## src/scs_pkg.sv

```systemverilog
// Package with register layout, source codes and timing counts for the clock select block.
package scs_pkg;

  // ----------------------------------------------------------------------
  // Register map
  // ----------------------------------------------------------------------
  localparam logic [3:0] OSC_CONTROL_ADDR = 4'h0;
  localparam logic [3:0] TIMER_CONTROL_ADDR = 4'h1;
  localparam logic [3:0] SLEEP_CMD_ADDR = 4'h2;
  localparam logic [3:0] POWER_STATE_ADDR = 4'h3;

  // ----------------------------------------------------------------------
  // Field positions
  // ----------------------------------------------------------------------
  localparam int IDLE_ENABLE_POS = 7;
  localparam int OSC_STATUS_POS = 3;
  localparam int SELECT_LSB = 0;
  localparam int TIMER_RUNNING_POS = 6;
  localparam int TIMER_OSC_ENABLE_POS = 3;

  // ----------------------------------------------------------------------
  // Reset values
  // ----------------------------------------------------------------------
  localparam logic [1:0] SELECT_RESET = 2'h0;
  localparam logic IDLE_ENABLE_RESET = 1'b0;
  localparam logic TIMER_OSC_ENABLE_RESET = 1'b0;

  // ----------------------------------------------------------------------
  // Select codes
  // ----------------------------------------------------------------------
  localparam logic [1:0] SEL_DEFAULT = 2'h0;
  localparam logic [1:0] SEL_SECONDARY = 2'h1;
  localparam logic [1:0] SEL_PRIMARY = 2'h2;
  localparam logic [1:0] SEL_INTERNAL = 2'h3;

  // ----------------------------------------------------------------------
  // Switch timing, in cycles of the old and the new source, and synchroniser depth in stages
  // ----------------------------------------------------------------------
  localparam int OLD_SRC_CYCLES = 2;
  localparam int NEW_SRC_CYCLES = 3;
  localparam int SYNC_STAGES = 2;

  // Physical clock sources.
  typedef enum logic [1:0] {
    SCS_SRC_INTERNAL,
    SCS_SRC_PRIMARY,
    SCS_SRC_SECONDARY
  } scs_src_e;

  // Power state as seen by software.
  typedef enum logic [1:0] {
    SCS_PWR_RUN,
    SCS_PWR_IDLE,
    SCS_PWR_SLEEP
  } scs_pwr_e;

  // Register bus request.
  typedef struct packed {
    logic [3:0] addr;
    logic [7:0] wdata;
    logic wr;
    logic rd;
  } scs_bus_s;

  // Source oscillator levels after synchronisation.
  typedef struct packed {
    logic primary;
    logic secondary;
    logic internal;
  } scs_osc_s;

endpackage

```

## src/scs_clock_select.sv

```systemverilog
// System clock source selection with glitch-free switching and status.
//
// Implementation choices: the plain strobed port and the address map.
`timescale 1ns/100ps
module scs_clock_select
  import scs_pkg::*;
(
  input wire logic clk,
  input wire logic rst,
  input wire logic ce,
  input wire logic [3:0] addr,
  input wire logic [7:0] wdata,
  input wire logic wr,
  input wire logic rd,
  output logic [7:0] rdata,
  input wire logic config_loaded,
  input wire logic default_source_config_bit,
  input wire logic two_speed_enable,
  input wire logic primary_osc,
  input wire logic secondary_osc,
  input wire logic internal_osc,
  input wire logic internal_stable,
  output logic [1:0] active_source,
  output logic clock_gate,
  output logic cpu_clock_enable,
  output logic periph_clock_enable,
  output logic switching
);

  // ----------------------------------------------------------------------
  // Input synchronisation
  // ----------------------------------------------------------------------
  scs_osc_s osc_raw;
  scs_osc_s osc;
  logic [3:0] pin_raw;
  logic [3:0] pin_sync;
  logic two_speed_s;
  logic cfg_loaded_s;
  logic default_src_s;
  logic int_stable_s;

  assign osc_raw = '{primary: primary_osc, secondary: secondary_osc,
                     internal: internal_osc};
  // The strap comes from a pin too, so it is synchronised with the rest.
  assign pin_raw = {two_speed_enable, config_loaded,
                    default_source_config_bit, internal_stable};

  scs_sync #(.WIDTH(3)) u_osc_sync (
    .clk(clk),
    .rst(rst),
    .ce(ce),
    .din(osc_raw),
    .dout(osc)
  );

  scs_sync #(.WIDTH(4)) u_pin_sync (
    .clk(clk),
    .rst(rst),
    .ce(ce),
    .din(pin_raw),
    .dout(pin_sync)
  );

  assign two_speed_s = pin_sync[3];
  assign cfg_loaded_s = pin_sync[2];
  assign default_src_s = pin_sync[1];
  assign int_stable_s = pin_sync[0];

  // ----------------------------------------------------------------------
  // Register state
  // ----------------------------------------------------------------------
  scs_bus_s bus;
  logic [1:0] clock_select_field;
  logic idle_enable_bit;
  logic timer_osc_enable_bit;
  logic oscillator_status_bit;
  logic timer_osc_running_bit;
  logic two_speed_latched;
  logic cfg_done;
  scs_pwr_e pwr_state;

  assign bus = '{addr: addr, wdata: wdata, wr: wr, rd: rd};

  // Select field; secondary choice needs the timer oscillator enabled.
  always_ff @(posedge clk) begin
    if (rst) begin
      clock_select_field <= SELECT_RESET;
    end else if (ce) begin
      if (bus.wr && bus.addr == OSC_CONTROL_ADDR) begin
        if (bus.wdata[SELECT_LSB +: 2] != SEL_SECONDARY ||
            timer_osc_enable_bit) begin
          clock_select_field <= bus.wdata[SELECT_LSB +: 2];
        end
      end
    end
  end

  // Idle enable bit.
  always_ff @(posedge clk) begin
    if (rst) begin
      idle_enable_bit <= IDLE_ENABLE_RESET;
    end else if (ce) begin
      if (bus.wr && bus.addr == OSC_CONTROL_ADDR) begin
        idle_enable_bit <= bus.wdata[IDLE_ENABLE_POS];
      end
    end
  end

  // Timer oscillator enable in the timer control register.
  always_ff @(posedge clk) begin
    if (rst) begin
      timer_osc_enable_bit <= TIMER_OSC_ENABLE_RESET;
    end else if (ce) begin
      if (bus.wr && bus.addr == TIMER_CONTROL_ADDR) begin
        timer_osc_enable_bit <= bus.wdata[TIMER_OSC_ENABLE_POS];
      end
    end
  end

  // Synchronised two-speed strap is followed until configuration is done.
  always_ff @(posedge clk) begin
    if (rst) begin
      two_speed_latched <= 1'b0;
    end else if (ce && !cfg_done) begin
      two_speed_latched <= two_speed_s;
    end
  end

  // ----------------------------------------------------------------------
  // Source decode
  // ----------------------------------------------------------------------
  scs_src_e wanted_src;
  scs_src_e cur_src;
  scs_src_e new_src;

  // Maps the select code and default-source bit onto a physical source.
  always_comb begin
    wanted_src = SCS_SRC_INTERNAL;
    if (!cfg_done) begin
      wanted_src = SCS_SRC_INTERNAL;
    end else begin
      case (clock_select_field)
        SEL_INTERNAL: wanted_src = SCS_SRC_INTERNAL;
        SEL_PRIMARY: wanted_src = SCS_SRC_PRIMARY;
        SEL_SECONDARY: wanted_src = SCS_SRC_SECONDARY;
        default: begin
          wanted_src = default_src_s ? SCS_SRC_PRIMARY :
                       SCS_SRC_INTERNAL;
        end
      endcase
    end
  end

  // ----------------------------------------------------------------------
  // Switch sequencer
  // ----------------------------------------------------------------------
  typedef enum logic [1:0] {
    SCS_SW_RUN,
    SCS_SW_OLD,
    SCS_SW_NEW
  } scs_sw_e;

  scs_sw_e sw_state;
  logic cnt_clear;
  logic [2:0] old_count;
  logic [2:0] new_count;
  logic old_level;
  logic new_level;

  // Picks the level of a given source.
  function automatic logic src_level(scs_src_e s, scs_osc_s o);
    case (s)
      SCS_SRC_PRIMARY: src_level = o.primary;
      SCS_SRC_SECONDARY: src_level = o.secondary;
      default: src_level = o.internal;
    endcase
  endfunction

  assign old_level = src_level(cur_src, osc);
  assign new_level = src_level(new_src, osc);
  assign cnt_clear = (sw_state == SCS_SW_RUN);

  scs_edge_count #(.WIDTH(3)) u_old_cnt (
    .clk(clk),
    .rst(rst),
    .ce(ce),
    .clear(cnt_clear),
    .level(old_level),
    .count(old_count)
  );

  scs_edge_count #(.WIDTH(3)) u_new_cnt (
    .clk(clk),
    .rst(rst),
    .ce(ce),
    .clear(cnt_clear || sw_state == SCS_SW_OLD),
    .level(new_level),
    .count(new_count)
  );

  // Waits out two cycles of the old source with the gate off, then three of the new.
  always_ff @(posedge clk) begin
    if (rst) begin
      sw_state <= SCS_SW_RUN;
      cur_src <= SCS_SRC_INTERNAL;
      new_src <= SCS_SRC_INTERNAL;
    end else if (ce) begin
      case (sw_state)
        SCS_SW_RUN: begin
          if (wanted_src != cur_src) begin
            new_src <= wanted_src;
            sw_state <= SCS_SW_OLD;
          end
        end
        SCS_SW_OLD: begin
          if (old_count >= 3'(OLD_SRC_CYCLES)) begin
            sw_state <= SCS_SW_NEW;
          end
        end
        SCS_SW_NEW: begin
          if (new_count >= 3'(NEW_SRC_CYCLES) &&
              (new_src != SCS_SRC_INTERNAL || int_stable_s)) begin
            cur_src <= new_src;
            sw_state <= SCS_SW_RUN;
          end
        end
        default: sw_state <= SCS_SW_RUN;
      endcase
    end
  end

  // Configuration is done once the synchronised load flag is seen.
  always_ff @(posedge clk) begin
    if (rst) begin
      cfg_done <= 1'b0;
    end else if (ce && cfg_loaded_s) begin
      cfg_done <= 1'b1;
    end
  end

  // ----------------------------------------------------------------------
  // Power state and status
  // ----------------------------------------------------------------------

  // Sleep command chooses idle or sleep; a write to the power state register wakes to run.
  always_ff @(posedge clk) begin
    if (rst) begin
      pwr_state <= SCS_PWR_RUN;
    end else if (ce) begin
      if (bus.wr && bus.addr == SLEEP_CMD_ADDR) begin
        pwr_state <= idle_enable_bit ? SCS_PWR_IDLE :
                     SCS_PWR_SLEEP;
      end else if (bus.wr && bus.addr == POWER_STATE_ADDR) begin
        pwr_state <= SCS_PWR_RUN;
      end
    end
  end

  // Status bits track the source now in use, mutually exclusive.
  always_ff @(posedge clk) begin
    if (rst) begin
      oscillator_status_bit <= 1'b1;
      timer_osc_running_bit <= 1'b0;
    end else if (ce) begin
      if (!cfg_done) begin
        oscillator_status_bit <= !two_speed_latched;
        timer_osc_running_bit <= 1'b0;
      end else if (sw_state == SCS_SW_RUN) begin
        oscillator_status_bit <= (clock_select_field == SEL_DEFAULT) &&
                                 (wanted_src == cur_src);
        timer_osc_running_bit <= (cur_src == SCS_SRC_SECONDARY) &&
                                 (clock_select_field != SEL_DEFAULT);
      end else begin
        oscillator_status_bit <= 1'b0;
        timer_osc_running_bit <= 1'b0;
      end
    end
  end

  // ----------------------------------------------------------------------
  // Outputs
  // ----------------------------------------------------------------------

  // Clock gate is low through the whole switch so no runt pulse escapes.
  always_ff @(posedge clk) begin
    if (rst) begin
      clock_gate <= 1'b0;
      switching <= 1'b0;
      active_source <= 2'h0;
      cpu_clock_enable <= 1'b0;
      periph_clock_enable <= 1'b0;
    end else if (ce) begin
      clock_gate <= (sw_state == SCS_SW_RUN) &&
                    (pwr_state != SCS_PWR_SLEEP);
      switching <= (sw_state != SCS_SW_RUN);
      active_source <= cur_src;
      cpu_clock_enable <= (sw_state == SCS_SW_RUN) &&
                          (pwr_state == SCS_PWR_RUN);
      periph_clock_enable <= (sw_state == SCS_SW_RUN) &&
                             (pwr_state != SCS_PWR_SLEEP);
    end
  end

  // Read data, one cycle after the strobe; reserved bits read zero.
  always_ff @(posedge clk) begin
    if (rst) begin
      rdata <= 8'h00;
    end else if (ce) begin
      rdata <= 8'h00;
      if (bus.rd) begin
        case (bus.addr)
          OSC_CONTROL_ADDR: begin
            rdata[IDLE_ENABLE_POS] <= idle_enable_bit;
            rdata[OSC_STATUS_POS] <= oscillator_status_bit;
            rdata[SELECT_LSB +: 2] <= clock_select_field;
          end
          TIMER_CONTROL_ADDR: begin
            rdata[TIMER_RUNNING_POS] <= timer_osc_running_bit;
            rdata[TIMER_OSC_ENABLE_POS] <= timer_osc_enable_bit;
          end
          POWER_STATE_ADDR: rdata[1:0] <= pwr_state;
          default: rdata <= 8'h00;
        endcase
      end
    end
  end

endmodule

```

## src/scs_sync.sv

```systemverilog
// Two-stage synchroniser for a group of level inputs.
`timescale 1ns/100ps
module scs_sync
  import scs_pkg::*;
#(
  parameter int WIDTH = 1
) (
  input wire logic clk,
  input wire logic rst,
  input wire logic ce,
  input wire logic [WIDTH-1:0] din,
  output logic [WIDTH-1:0] dout
);

  logic [WIDTH-1:0] meta;

  // First stage feeds only the second stage.
  always_ff @(posedge clk) begin
    if (rst) begin
      meta <= '0;
      dout <= '0;
    end else if (ce) begin
      meta <= din;
      dout <= meta;
    end
  end

endmodule

```

## src/scs_edge_count.sv

```systemverilog
// Counts rising edges of one synchronised source clock level.
`timescale 1ns/100ps
module scs_edge_count
  import scs_pkg::*;
#(
  parameter int WIDTH = 3
) (
  input wire logic clk,
  input wire logic rst,
  input wire logic ce,
  input wire logic clear,
  input wire logic level,
  output logic [WIDTH-1:0] count
);

  logic level_d;

  // Remembers the previous level to detect a rising edge.
  always_ff @(posedge clk) begin
    if (rst) begin
      level_d <= 1'b0;
    end else if (ce) begin
      level_d <= level;
    end
  end

  // Saturating count of rising edges since the last clear.
  always_ff @(posedge clk) begin
    if (rst) begin
      count <= '0;
    end else if (ce) begin
      if (clear) begin
        count <= '0;
      end else if (level && !level_d && count != '1) begin
        count <= count + WIDTH'(1);
      end
    end
  end

endmodule

```

## config.mk

```make
export PLATFORM = sky130hd
export DESIGN_NAME = scs_clock_select
export DESIGN_NICKNAME = d
export VERILOG_FILES = /design/src/scs_pkg.sv /design/src/scs_clock_select.sv /design/src/scs_sync.sv /design/src/scs_edge_count.sv
export SDC_FILE = /design/constraint.sdc
export NUM_CORES = 1
export LEC_CHECK = 0
export BUFFER_PORTS_ARGS = -buffer_cell sky130_fd_sc_hd__clkbuf_2
export CAP_MARGIN = 30
export CELL_PAD_IN_SITES_DETAIL_PLACEMENT = 1
export CELL_PAD_IN_SITES_GLOBAL_PLACEMENT = 1
export CORE_ASPECT_RATIO = 1.75
export CORE_MARGIN = 10
export CORE_UTILIZATION = 38
export CTS_BUF_LIST = sky130_fd_sc_hd__clkbuf_8 sky130_fd_sc_hd__clkbuf_16
export CTS_CLUSTER_DIAMETER = 40
export DETAILED_ROUTE_END_ITERATION = 12
export PLACE_DENSITY_LB_ADDON = 0.05
export RECOVER_POWER = 50
export SYNTH_ARGS = -nofsm -noshare
export SYNTH_HDL_FRONTEND = slang
export SYNTH_SLANG_ARGS = --single-unit
```

## constraint.sdc

```tcl
create_clock -name clk -period 1.7 [get_ports clk]
set_input_delay 0.34 -clock clk [delete_from_list [all_inputs] [get_ports clk]]
set_output_delay 0.34 -clock clk [all_outputs]
set_load 0.01 [all_outputs]
```

==> results of run 1 <==
## placed cells by master (no fill, tap or decap), types with 6 or more instances in the layout
| master | Yosys | final |
|---|---|---|
| a21oi_1 | 23 | 22 |
| nor2_1 | 36 | 35 |
| clkbuf_8 | 0 | 6 |
| clkbuf_2 | 0 | 29 |
| buf_4 | 4 | 19 |
| ha_1 | 11 | 7 |
| dfxtp_1 | 48 | 42 |
| mux2i_1 | 19 | 19 |
| dfxtp_2 | 0 | 6 |
| inv_1 | 7 | 6 |
| nand2_1 | 15 | 15 |
| nand3_1 | 8 | 8 |
## synth_stat cells (2+ instances only)
| master | n | share of area (%) |
|---|---|---|
| a21oi_1 | 23 | 5.1 |
| clkbuf_1 | 5 | 0.83 |
| a211o_1 | 2 | 0.77 |
| dfxtp_1 | 48 | 42 |
| and3_1 | 2 | 0.55 |
| a21bo_2 | 2 | 0.88 |
| mux2_2 | 2 | 1.0 |
| buf_4 | 4 | 1.3 |
| nand3_1 | 8 | 1.8 |
| a22oi_1 | 3 | 1.0 |
| nor2b_1 | 3 | 0.83 |
| or3_1 | 5 | 1.4 |
| mux2i_1 | 19 | 8.4 |
| nand2_1 | 15 | 2.5 |
| a211oi_1 | 2 | 0.66 |
| nor3_1 | 5 | 1.1 |
| nor2_1 | 36 | 6.0 |
| buf_2 | 6 | 1.3 |
| nand2b_1 | 4 | 1.1 |
| nand3b_1 | 5 | 1.7 |
| nand4b_1 | 3 | 1.2 |
| or3b_2 | 2 | 0.77 |
| ha_1 | 11 | 6.1 |
| a311o_1 | 2 | 0.88 |
| o21ai_0 | 5 | 1.1 |
| buf_1 | 3 | 0.50 |
| inv_1 | 7 | 1.2 |
## power groups by stage
stage / registers, mW / logic [mW] / clock network [mW]
6_report: 1.16 / 0.174 / 0.720
2_1_floorplan: 1.19 / 0.107 / 0
5_1_grt: 1.17 / 0.196 / 0.798
3_3_place_gp: 1.19 / 0.173 / 0
4_1_cts: 1.16 / 0.177 / 0.750
3_5_place_dp: 1.19 / 0.175 / 0
## registers in the layout, indices dropped and copies added, names as in the netlist, 3 cells and up
signal           cells
rdata                5
u_pin_sync.dout      4
u_pin_sync.meta      4
u_new_cnt.count      3
u_old_cnt.count      3
u_osc_sync.dout      3
u_osc_sync.meta      3
## critical path: stages, from the launching register on
cell and delay [ns]:
dfxtp_2 0.35, ha_4 0.16, ha_4 0.15, or3b_4 0.39, a211oi_4 0.22, mux2_4 0.33, nor2_2 0.07
## kinds of logic (layout without fill, tap and decap cells)
family                     Yosys count  after routing
buffers and inverters               27             69
and+or+nand+nor                     94             94
muxes                               21             21
AOI/OAI and AO/OA                   51             51
DFF                                 48             48
other                                1              3
adders and majority gates           11             11
## final timing paths
kind / to / slack, ns / cells after the start
hold / removal: u_osc_sync.meta[0] / 0.27 / 3
hold reg to reg: idle_enable_bit / 0.47 / 2
setup reg to reg: u_new_cnt.count[0] / -0.04 / 6
setup / recovery: u_new_cnt.count[0] / -0.04 / 6
## timing repair
action                     CTS  global route
setup endpoints to repair    3            11
pin swaps                    5             5
buffers inserted             1             2
resized for setup            8            14
## per-layer routing
metal / GRT usage [%] / vias to the layer above
met2: 23.0 / 21
met3: 2.65 / 5
met4: 4.05 / 0
li1: - / 971
met1: 13.1 / 925
met5: 0 / -
## metrics by stage
step / worst slack [ns] / std cells / hold slack (ns)
2_1_floorplan: -0.0786 / 255 / 0.431
3_3_place_gp: -0.0734 / 364 / 0.445
3_5_place_dp: -0.119 / 364 / 0.459
4_1_cts: -0.142 / 373 / 0.264
5_1_grt: -0.115 / 375 / 0.268
6_report: -0.0351 / 375 / 0.270
## area by class of cell
class / instances / share of cell area (%)
multi-input combinational: 180 / 45.2
sequential: 48 / 35.0
timing repair buffer: 53 / 11.6
tap: 78 / 3.53
clock buffer: 6 / 2.99
inverter: 8 / 1.09
clock inverter: 2 / 0.543
==> run metrics, run 1 <==
largest net degree at the start of global routing=23; initial antenna violation count=0; count of state elements after synthesis=48; CTS clk-pin slew, worst paths=approximately 0.090 ns; # diodes=0; GPL Wtd Cong=0.747; max-cap violations=0; WS Path Type=register to register; Layout area overhead=22.2%; Worst Setup Start Kind=register; Vias=around 1900; Power Density=744 nW/um^2; routed wl met3=~130 um; CTS tree=built; Root Buffer=clkbuf_8; top_reg_cell synth=dfxtp_1; period utilization=102%; fillers=between 700 and 800; die outline area=approximately 9600 um^2; Layout Utilization=roughly 47%; die width=between 70 and 80 um; area of the multi-input gates=roughly 1200 um^2; Reg-to-Reg Start=u_new_cnt.count[0]; Post-Synthesis Cell Area=~2300 um^2; Setup Viol. Count Final=3; Core ar.=approximately 6000 um^2; gr ovfl total=0; Routed wire per std cell=between 15 and 20 um; critical path endpoint category=register; Yosys warnings=0; Hold Buf Count CTS=0; top-level I/O count=38; outcome=finished with violations; Worst EP arrival=~2 ns; Compound-Gate Fraction of Synth Area=14.9%; largest family of logic cells by synthesized area=simple AND/OR/NAND/NOR gates; failing checks=negative setup slack; Slew @ Worst Pin=between 0.5 and 0.6 ns; combinational power share=about 8.5%; IO Port Bufs=30; initial drt markers=60; Leakage Power=about 1.1 nW; CTS Buffer Depth=2; WL met2=between 3000 and 4000 um; CTS Buf Count=5; number of global-route vias before repair=~2000; Area after DPL=2570 um^2; share of cells above drive strength 1=roughly 28%; setup TNS=-0.0784 ns; M1 wire length=roughly 2300 um; asr flop ratio synth=0%; Simple-Gate Fraction of Synth Area=between 20% and 30%; slew margin rel.=62.9%; sw frac=between 20% and 30%; Synth Area per Inst=between 8 and 9 um^2; Clock Skews=about 0.0064 ns; fmax=576 MHz; DR pass1 iterations=4; fin nets=~330; EDFF count, synth=0; routed wire length=between 5000 and 6000 um; Final Hold Vio Count=0; post-synthesis adder-cell area fraction=under 10%; Worst VDD drop=roughly 0.54 mV; Reg power frac=around 56%; Finished Cell Area=around 2800 um^2; Pins Over Slew Limit=0; GRT Total Usage=between 10% and 20%; Hold/Removal Path Class=input port to register; post-layout worst setup margin=-0.0351 ns; Clock power frac=35.0%; ANT nets after route=0; Num Clock Sinks=48; synthesized instance count=roughly 250; Hold Crit Start=internal_osc; global-route wire length before repair=about 9600 um; Clock Latency Late Sink=roughly 0.30 ns; post-synthesis sequential area ratio=approximately 42%; Post-Synth XOR/XNOR Area=0%; Final HPWL DP=approximately 4400 um; H-tree depth=2; Rows=37; crit-path max FO=2; vias per inst=5.13; post-layout min period=between 1.5 and 2 ns; mux cell area share after synthesis=roughly a tenth; Worst Path Required=approximately 1.9 ns; internal power=~1.6 mW; total power=2.06 mW; post-synth cell types=between 40 and 50; die span in y=about 120 um; RSZ-0062 raised after global routing=true; FF+latch area=slightly below 1000 um^2; DRC=0; DR top layer=met4; NetSw=505 uW; Initial Util=between 30% and 40%; Worst setup startpoint=u_new_cnt.count[0]
Note: power is estimated with default switching activity, not from simulation.
==> inputs of run 2 (changes only) <==
--- a/config.mk
+++ b/config.mk
@@ -5,13 +5,14 @@
 export SDC_FILE = /design/constraint.sdc
 export NUM_CORES = 1
 export LEC_CHECK = 0
+export ABC_AREA = 1
 export BUFFER_PORTS_ARGS = -buffer_cell sky130_fd_sc_hd__clkbuf_2
 export CAP_MARGIN = 30
 export CELL_PAD_IN_SITES_DETAIL_PLACEMENT = 1
 export CELL_PAD_IN_SITES_GLOBAL_PLACEMENT = 1
 export CORE_ASPECT_RATIO = 1.75
 export CORE_MARGIN = 10
-export CORE_UTILIZATION = 38
+export CORE_UTILIZATION = 39
 export CTS_BUF_LIST = sky130_fd_sc_hd__clkbuf_8 sky130_fd_sc_hd__clkbuf_16
 export CTS_CLUSTER_DIAMETER = 40
 export DETAILED_ROUTE_END_ITERATION = 12
==> constraint.sdc (replaced) <==
create_clock -name clk -period 1.9 [get_ports clk]
set_input_delay 0.38 -clock clk [delete_from_list [all_inputs] [get_ports clk]]
set_output_delay 0.38 -clock clk [all_outputs]
set_load 0.01 [all_outputs]
==> run metrics, run 2 <==
Pins Over Slew Limit=0 (unchanged); die width=77.2 um (-1.5%); Worst Path Required=2.16 ns (+0.22 ns); largest registers=rdata (5), u_pin_sync.dout (4), u_pin_sync.meta (4); fin nets=379 (+15%); crit-path max FO=18 (+16); Core ar.=5540 um^2 (-5.0%); number of global-route vias before repair=2312 (+14%); FF+latch area=961 um^2 (-0.78%); CTS Buffer Depth=2 (unchanged); Critical path buffers and inverters=3 (+3); Post-Synthesis Cell Area=2230 um^2 (-1.4%); Layout area overhead=13.9%; most frequent cells in the layout=nand2_1, nor2_1, dfxtp_1; Leakage Power=1.14 nW (+2.3%); Setup Viol. Count Final=0 (-3); critical path endpoint category=register; GRT Total Usage=13.5% (+1.2 points); main area contributors after synthesis=dfxtp_1, nand2_1, nor2_1; global-route wire length before repair=10200 um (+6.6%); CP most frequent cell=clkbuf_1; initial drt markers=81 (+35%); sw frac=26.4% (+1.9 points); Routed wire per std cell=13.9 um (-7.5%); DRC=0 (unchanged); vias per inst=4.95 (-3.5%); WL met2=3320 um (+5.1%); Root Buffer=clkbuf_8; crit path to=rdata[7]; Num Clock Sinks=48 (unchanged); fillers=767 (+7.6%); CP peak stage delay=0.60 ns (+0.21 ns); top-level I/O count=38 (unchanged); die outline area=9260 um^2 (-3.1%); Worst path slowest cell=clkbuf_1; Clock power frac=37.6% (+2.6 points); Final HPWL DP=4500 um (+3.0%); Reg-to-Reg Start=cur_src[0]; Worst setup startpoint=ce; reg-to-reg slack, setup=0.38 ns (+0.42 ns); Worst VDD drop=0.423 mV (-22%); Synth Area per Inst=7.08 um^2 (-21%); DR top layer=met4; post-synthesis sequential area ratio=43.1% (+0.62 points); period utilization=84.5%; NetSw=544 uW (+7.8%); Final Hold Vio Count=0 (unchanged); share of cells above drive strength 1=13.6% (-14 points); initial antenna violation count=0 (unchanged); worst-path cell chain=clkbuf_1 -> clkbuf_1 -> nand2_1 -> inv_2 -> nand3_1 -> a21oi_1; top_reg_cell synth=dfxtp_1; Critical R2R Capture=u_old_cnt.count[2]; setup TNS=0 ns (+0.0784 ns); die span in y=120 um (-1.7%); count of state elements after synthesis=48 (unchanged); CTS tree=built; # resized after CTS=0 (-8); Yosys warnings=0 (unchanged); # diodes=0 (unchanged); Clock Skews=0.0115 ns (+0.00510 ns); routed wl met3=182 um (+40%); most flop-heavy register=rdata; count leader, synth=nand2_1; top-area cell type share of the netlist area=43.1% (+0.62 points); post-synth cell types=22 (-54%); CP delay by family, top=buffers and inverters; area of the multi-input gates=1070 um^2 (-14%); total stage count of the critical path=6 (unchanged); Initial Util=40.2% (+1.5 points); commonest non-fill, non-tap cell in the layout=nand2_1; routed wire length=5870 um (+3.9%); max reg flops=5 (unchanged); Worst Setup Start Kind=input port; Hold Buf Count CTS=0 (unchanged); total power=2.06 mW (+0.18%); largest net degree at the start of global routing=26 (+13%); internal power=1.52 mW (-2.3%); post-layout min period=around 1.6 ns; Rows=36 (-2.7%); Hold/Removal Path Class=input port to register; Clock Latency Late Sink=0.32 ns (+0.02 ns); DR pass1 iterations=4 (unchanged); combinational power share=10.2% (+1.7 points); CTS Buf Count=5 (unchanged); Vias=2082 (+8.3%); fmax=about 620 MHz; Synth top cells by count=nand2_1, dfxtp_1, nor2_1; gr ovfl total=0 (unchanged); slew margin rel.=31.1% (-32 points); post-synth top area cell=dfxtp_1; worst-case reg-to-reg path depth=7 (+1); Power Density=811 nW/um^2 (+9.1%); synthesized instance count=315 (+25%); asr flop ratio synth=0% (unchanged); RSZ-0062 raised after global routing=false; outcome=finished clean; Slew @ Worst Pin=1.03 ns (+0.478 ns); GPL Wtd Cong=0.723 (-3.3%); max-cap violations=0 (unchanged); EDFF count, synth=0 (unchanged); Reg power frac=52.2% (-4.3 points); CTS clk-pin slew, worst paths=0.10 ns (about the same); Worst EP arrival=1.87 ns (-0.10 ns); H-tree depth=2 (unchanged); IO Port Bufs=30 (unchanged); post-CTS setup buffers=0 (-1); ANT nets after route=0 (unchanged); M1 wire length=2230 um (-2.7%); WS Path Type=input port to register
==> run 2: per-stage QoR <==
| step | hold slack [ns] | instances | worst slack (ns) | utilization, % | instance area, um^2 |
|---|---|---|---|---|---|
| 5_1_grt | 0.270 | 421 | 0.0976 | 45.8 | 2540 |
| 6_report | 0.279 | 421 | 0.295 | 45.8 | 2540 |
| 3_3_place_gp | 0.443 | 413 | 0.332 | 44.0 | 2440 |
| 4_1_cts | 0.275 | 421 | 0.371 | 46.0 | 2550 |
| 2_1_floorplan | 0.433 | 317 | 0.604 | - | 2240 |
| 3_5_place_dp | 0.449 | 413 | 0.331 | 44.0 | 2440 |
==> run 2: area by class of cell <==
cell class | instances | share of cell area [%]
flip-flops and latches | 48 | 37.9
well taps | 76 | 3.75
repair buffers | 34 | 6.60
multi-input cells | 221 | 42.2
clock inverters | 3 | 1.82
clock buffers | 5 | 2.71
inverters | 34 | 5.03
==> run 2: power groups by stage <==
stage	combinational, mW	sequential (mW)	clock, mW
2_1_floorplan	0.149	1.09	0
3_3_place_gp	0.211	1.10	0
3_5_place_dp	0.217	1.10	0
4_1_cts	0.219	1.08	0.795
5_1_grt	0.244	1.08	0.840
6_report	0.210	1.07	0.775
==> run 2: logic make-up (layout without fill, tap and decap cells) <==
group                    count (synthesis)  after routing  synth area share, %
AND/OR/NAND/NOR                        148            148                 27.8
AO/OA/AOI/OAI                           59             59                 13.6
flip-flops                              48             48                 43.1
buffers and inverters                   48             76                 9.15
adder cells (fa/ha/maj)                 11             11                 6.17
other                                    1              3                0.168
==> run 2: tightest hold or removal path, stage by stage <==
cell and delay, ns:
clkbuf_2 0.07, nor2_1 0.03, nor2_1 0.08
==> run 2: how the worst min path moves through the flow <==
stage | startpoint | to | slack (ns) | cells past startpoint
floorplan | u_pin_sync.dout[0] | u_pin_sync.dout[0] | 0.43 | 2
global placement | u_pin_sync.dout[0] | u_pin_sync.dout[0] | 0.44 | 2
detailed placement | u_pin_sync.dout[0] | u_pin_sync.dout[0] | 0.45 | 2
CTS | default_source_config_bit | u_pin_sync.meta[1] | 0.28 | 3
global route | default_source_config_bit | u_pin_sync.meta[1] | 0.27 | 3
finish | default_source_config_bit | u_pin_sync.meta[1] | 0.28 | 3
==> run 2: metal layers <==
metal / track usage, % / up-vias
li1: - / 1055
met1: 12.6 / 985
met2: 26.3 / 33
met3: 3.21 / 9
met4: 6.31 / 0
met5: 0 / -
==> inputs of run 3 (changes only) <==
==> constraint.sdc (replaced) <==
create_clock -name clk -period 1.5 [get_ports clk]
set_input_delay 0.3 -clock clk [delete_from_list [all_inputs] [get_ports clk]]
set_output_delay 0.3 -clock clk [all_outputs]
set_load 0.01 [all_outputs]
==> run metrics, run 3 (synthesis results as in run 2) <==
outcome=finished clean; hold depth=3 (unchanged); critical path endpoint category=register; Final HPWL DP=4560 um (+1.4%); fin nets=385 (+1.6%); CTS Buf Count=5 (unchanged); Root Buffer=clkbuf_8; NetSw=669 uW (+23%); Layout area overhead=17.0%; IO Port Bufs=30 (unchanged); Clock power frac=32.0% (-5.6 points); Worst Path Required=1.70 ns (-0.46 ns); most flop-heavy register=rdata; setup TNS=0 ns (unchanged); Reg power frac=56.1% (+3.9 points); Power Density=932 nW/um^2 (+15%); post-layout worst setup margin=0.126 ns (-0.168 ns); CP peak stage delay=0.34 ns (-0.26 ns); Hold Crit Start=primary_osc; CTS clk-pin slew, worst paths=0.10 ns (about the same); most frequent cells in the layout=nand2_1, nor2_1, dfxtp_1; worst-case reg-to-reg path depth=10 (+3); post-CTS setup buffers=0 (unchanged); CTS tree=built; Layout Utilization=47.1% (+1.3 points); combinational power share=11.9% (+1.7 points); sw frac=27.5% (+1.1 points); Leakage Power=1.18 nW (+3.2%); Routed wire per std cell=13.7 um (-1.9%); post-layout min period=between 1 and 1.5 ns; CTS Buffer Depth=2 (unchanged); DP Cell Count=419 (+1.5%); Clock Latency Late Sink=0.31 ns (about the same); H-tree depth=2 (unchanged); Clock Skews=0.0128 ns (+0.00125 ns); Worst VDD drop=0.441 mV (+4.4%); max reg flops=5 (unchanged); GRT Total Usage=13.4% (-0.13 points); routed wire length=5840 um (-0.46%); crit-path max FO=4 (-14); max-cap violations=0 (unchanged); period utilization=around nine tenths; Worst EP arrival=1.57 ns (-0.30 ns); Hold/Removal Path Class=input port to register; commonest non-fill, non-tap cell in the layout=nand2_1; initial drt markers=60 (-26%); DRC=0 (unchanged); Place WS=0.0791 ns (-0.252 ns); RSZ-0062 raised after global routing=false; Final Hold Vio Count=0 (unchanged); Initial Util=40.2% (unchanged); largest registers=rdata (5), u_pin_sync.dout (4), u_pin_sync.meta (4); vias per inst=4.85 (-1.8%); die outline area=9260 um^2 (unchanged); worst-path cell chain=ha_1 -> ha_1 -> nor2_1 -> nand2_1 -> nand2_2 -> nand3_2 -> nand2_2 -> nand2_1 -> nand2_1 -> nor2_1; Reg-to-Reg Start=u_new_cnt.count[0]; top-level I/O count=38 (unchanged); Num Clock Sinks=48 (unchanged); global-route wire length before repair=10200 um (-0.20%); CP most frequent cell=nand2_1; gr ovfl total=0 (unchanged); ANT nets after route=0 (unchanged); DR pass1 iterations=4 (unchanged); fmax=~730 MHz; Worst setup startpoint=u_new_cnt.count[0]; # diodes=0 (unchanged); Hold Buf Count CTS=0 (unchanged); GPL Wtd Cong=0.739 (+2.3%); Pins Over Slew Limit=0 (unchanged); Vias=2073 (-0.43%); largest net degree at the start of global routing=25 (-3.8%); Worst path slowest cell=dfxtp_2; Core ar.=5540 um^2 (unchanged); Worst Setup Start Kind=register; number of global-route vias before repair=2248 (-2.8%); Rows=36 (unchanged); share of cells above drive strength 1=17.9% (+4.3 points); Non-Filler Instances=427 (+1.4%); die span in y=120 um (unchanged); initial antenna violation count=0 (unchanged); Setup Viol. Count Final=0 (unchanged); die width=77.2 um (unchanged); WS Path Type=register to register; internal power=1.76 mW (+16%)
-- run 3: stage by stage --
step | area, um^2 | hold slack, ns | power, mW
finish | 2610 | 0.210 | 2.43
global route | 2610 | 0.196 | 2.57
CTS | 2580 | 0.206 | 2.47
detailed placement | 2490 | 0.459 | 1.69
global placement | 2490 | 0.445 | 1.68
floorplan | 2240 | 0.433 | 1.57
-- run 3: path summary, 6_finish.rpt --
kind                            slack [ns]                  to
worst max-delay path                  0.13         sw_state[0]
worst min-delay path                  0.21  u_osc_sync.meta[2]
worst max register to register        0.13         sw_state[0]
worst min register to register        0.47            cfg_done
-- run 3: power by group through the flow --
stage / clock network (mW) / registers (mW) / logic (mW)
6_report: 0.778 / 1.36 / 0.289
5_1_grt: 0.867 / 1.37 / 0.337
4_1_cts: 0.809 / 1.36 / 0.298
3_5_place_dp: 0 / 1.39 / 0.296
3_3_place_gp: 0 / 1.39 / 0.288
2_1_floorplan: 0 / 1.38 / 0.189
-- run 3: cell type report --
| type | instances | area [um^2] |
|---|---|---|
| timing repair buffer | 40 | 224 |
| tap | 76 | 95.1 |
| fill | 754 | 2930 |
| sequential | 48 | 965 |
| clock inverter | 3 | 18.8 |
| inverter | 34 | 128 |
| clock buffer | 5 | 68.8 |
| multi-input combinational | 221 | 1110 |
-- run 3: worst max-delay path: cells and delay by family, from the launching register on --
family	cells	cell delay (ns)
fa+ha+maj	2	0.39
simple gates	8	0.55
flops	1	0.34
-- run 3: routing by layer --
| metal | routed length (um) | global-route usage [%] |
|---|---|---|
| met2 | 3300 | 26.5 |
| met5 | 0 | 0 |
| met3 | 174 | 3.29 |
| met4 | 88 | 4.47 |
| met1 | 2280 | 12.8 |
-- run 3: timing repair --
item,in CTS,in global routing
endpoints found under the hold margin,0,0
gates resized for setup,0,9
setup endpoints to repair,0,12
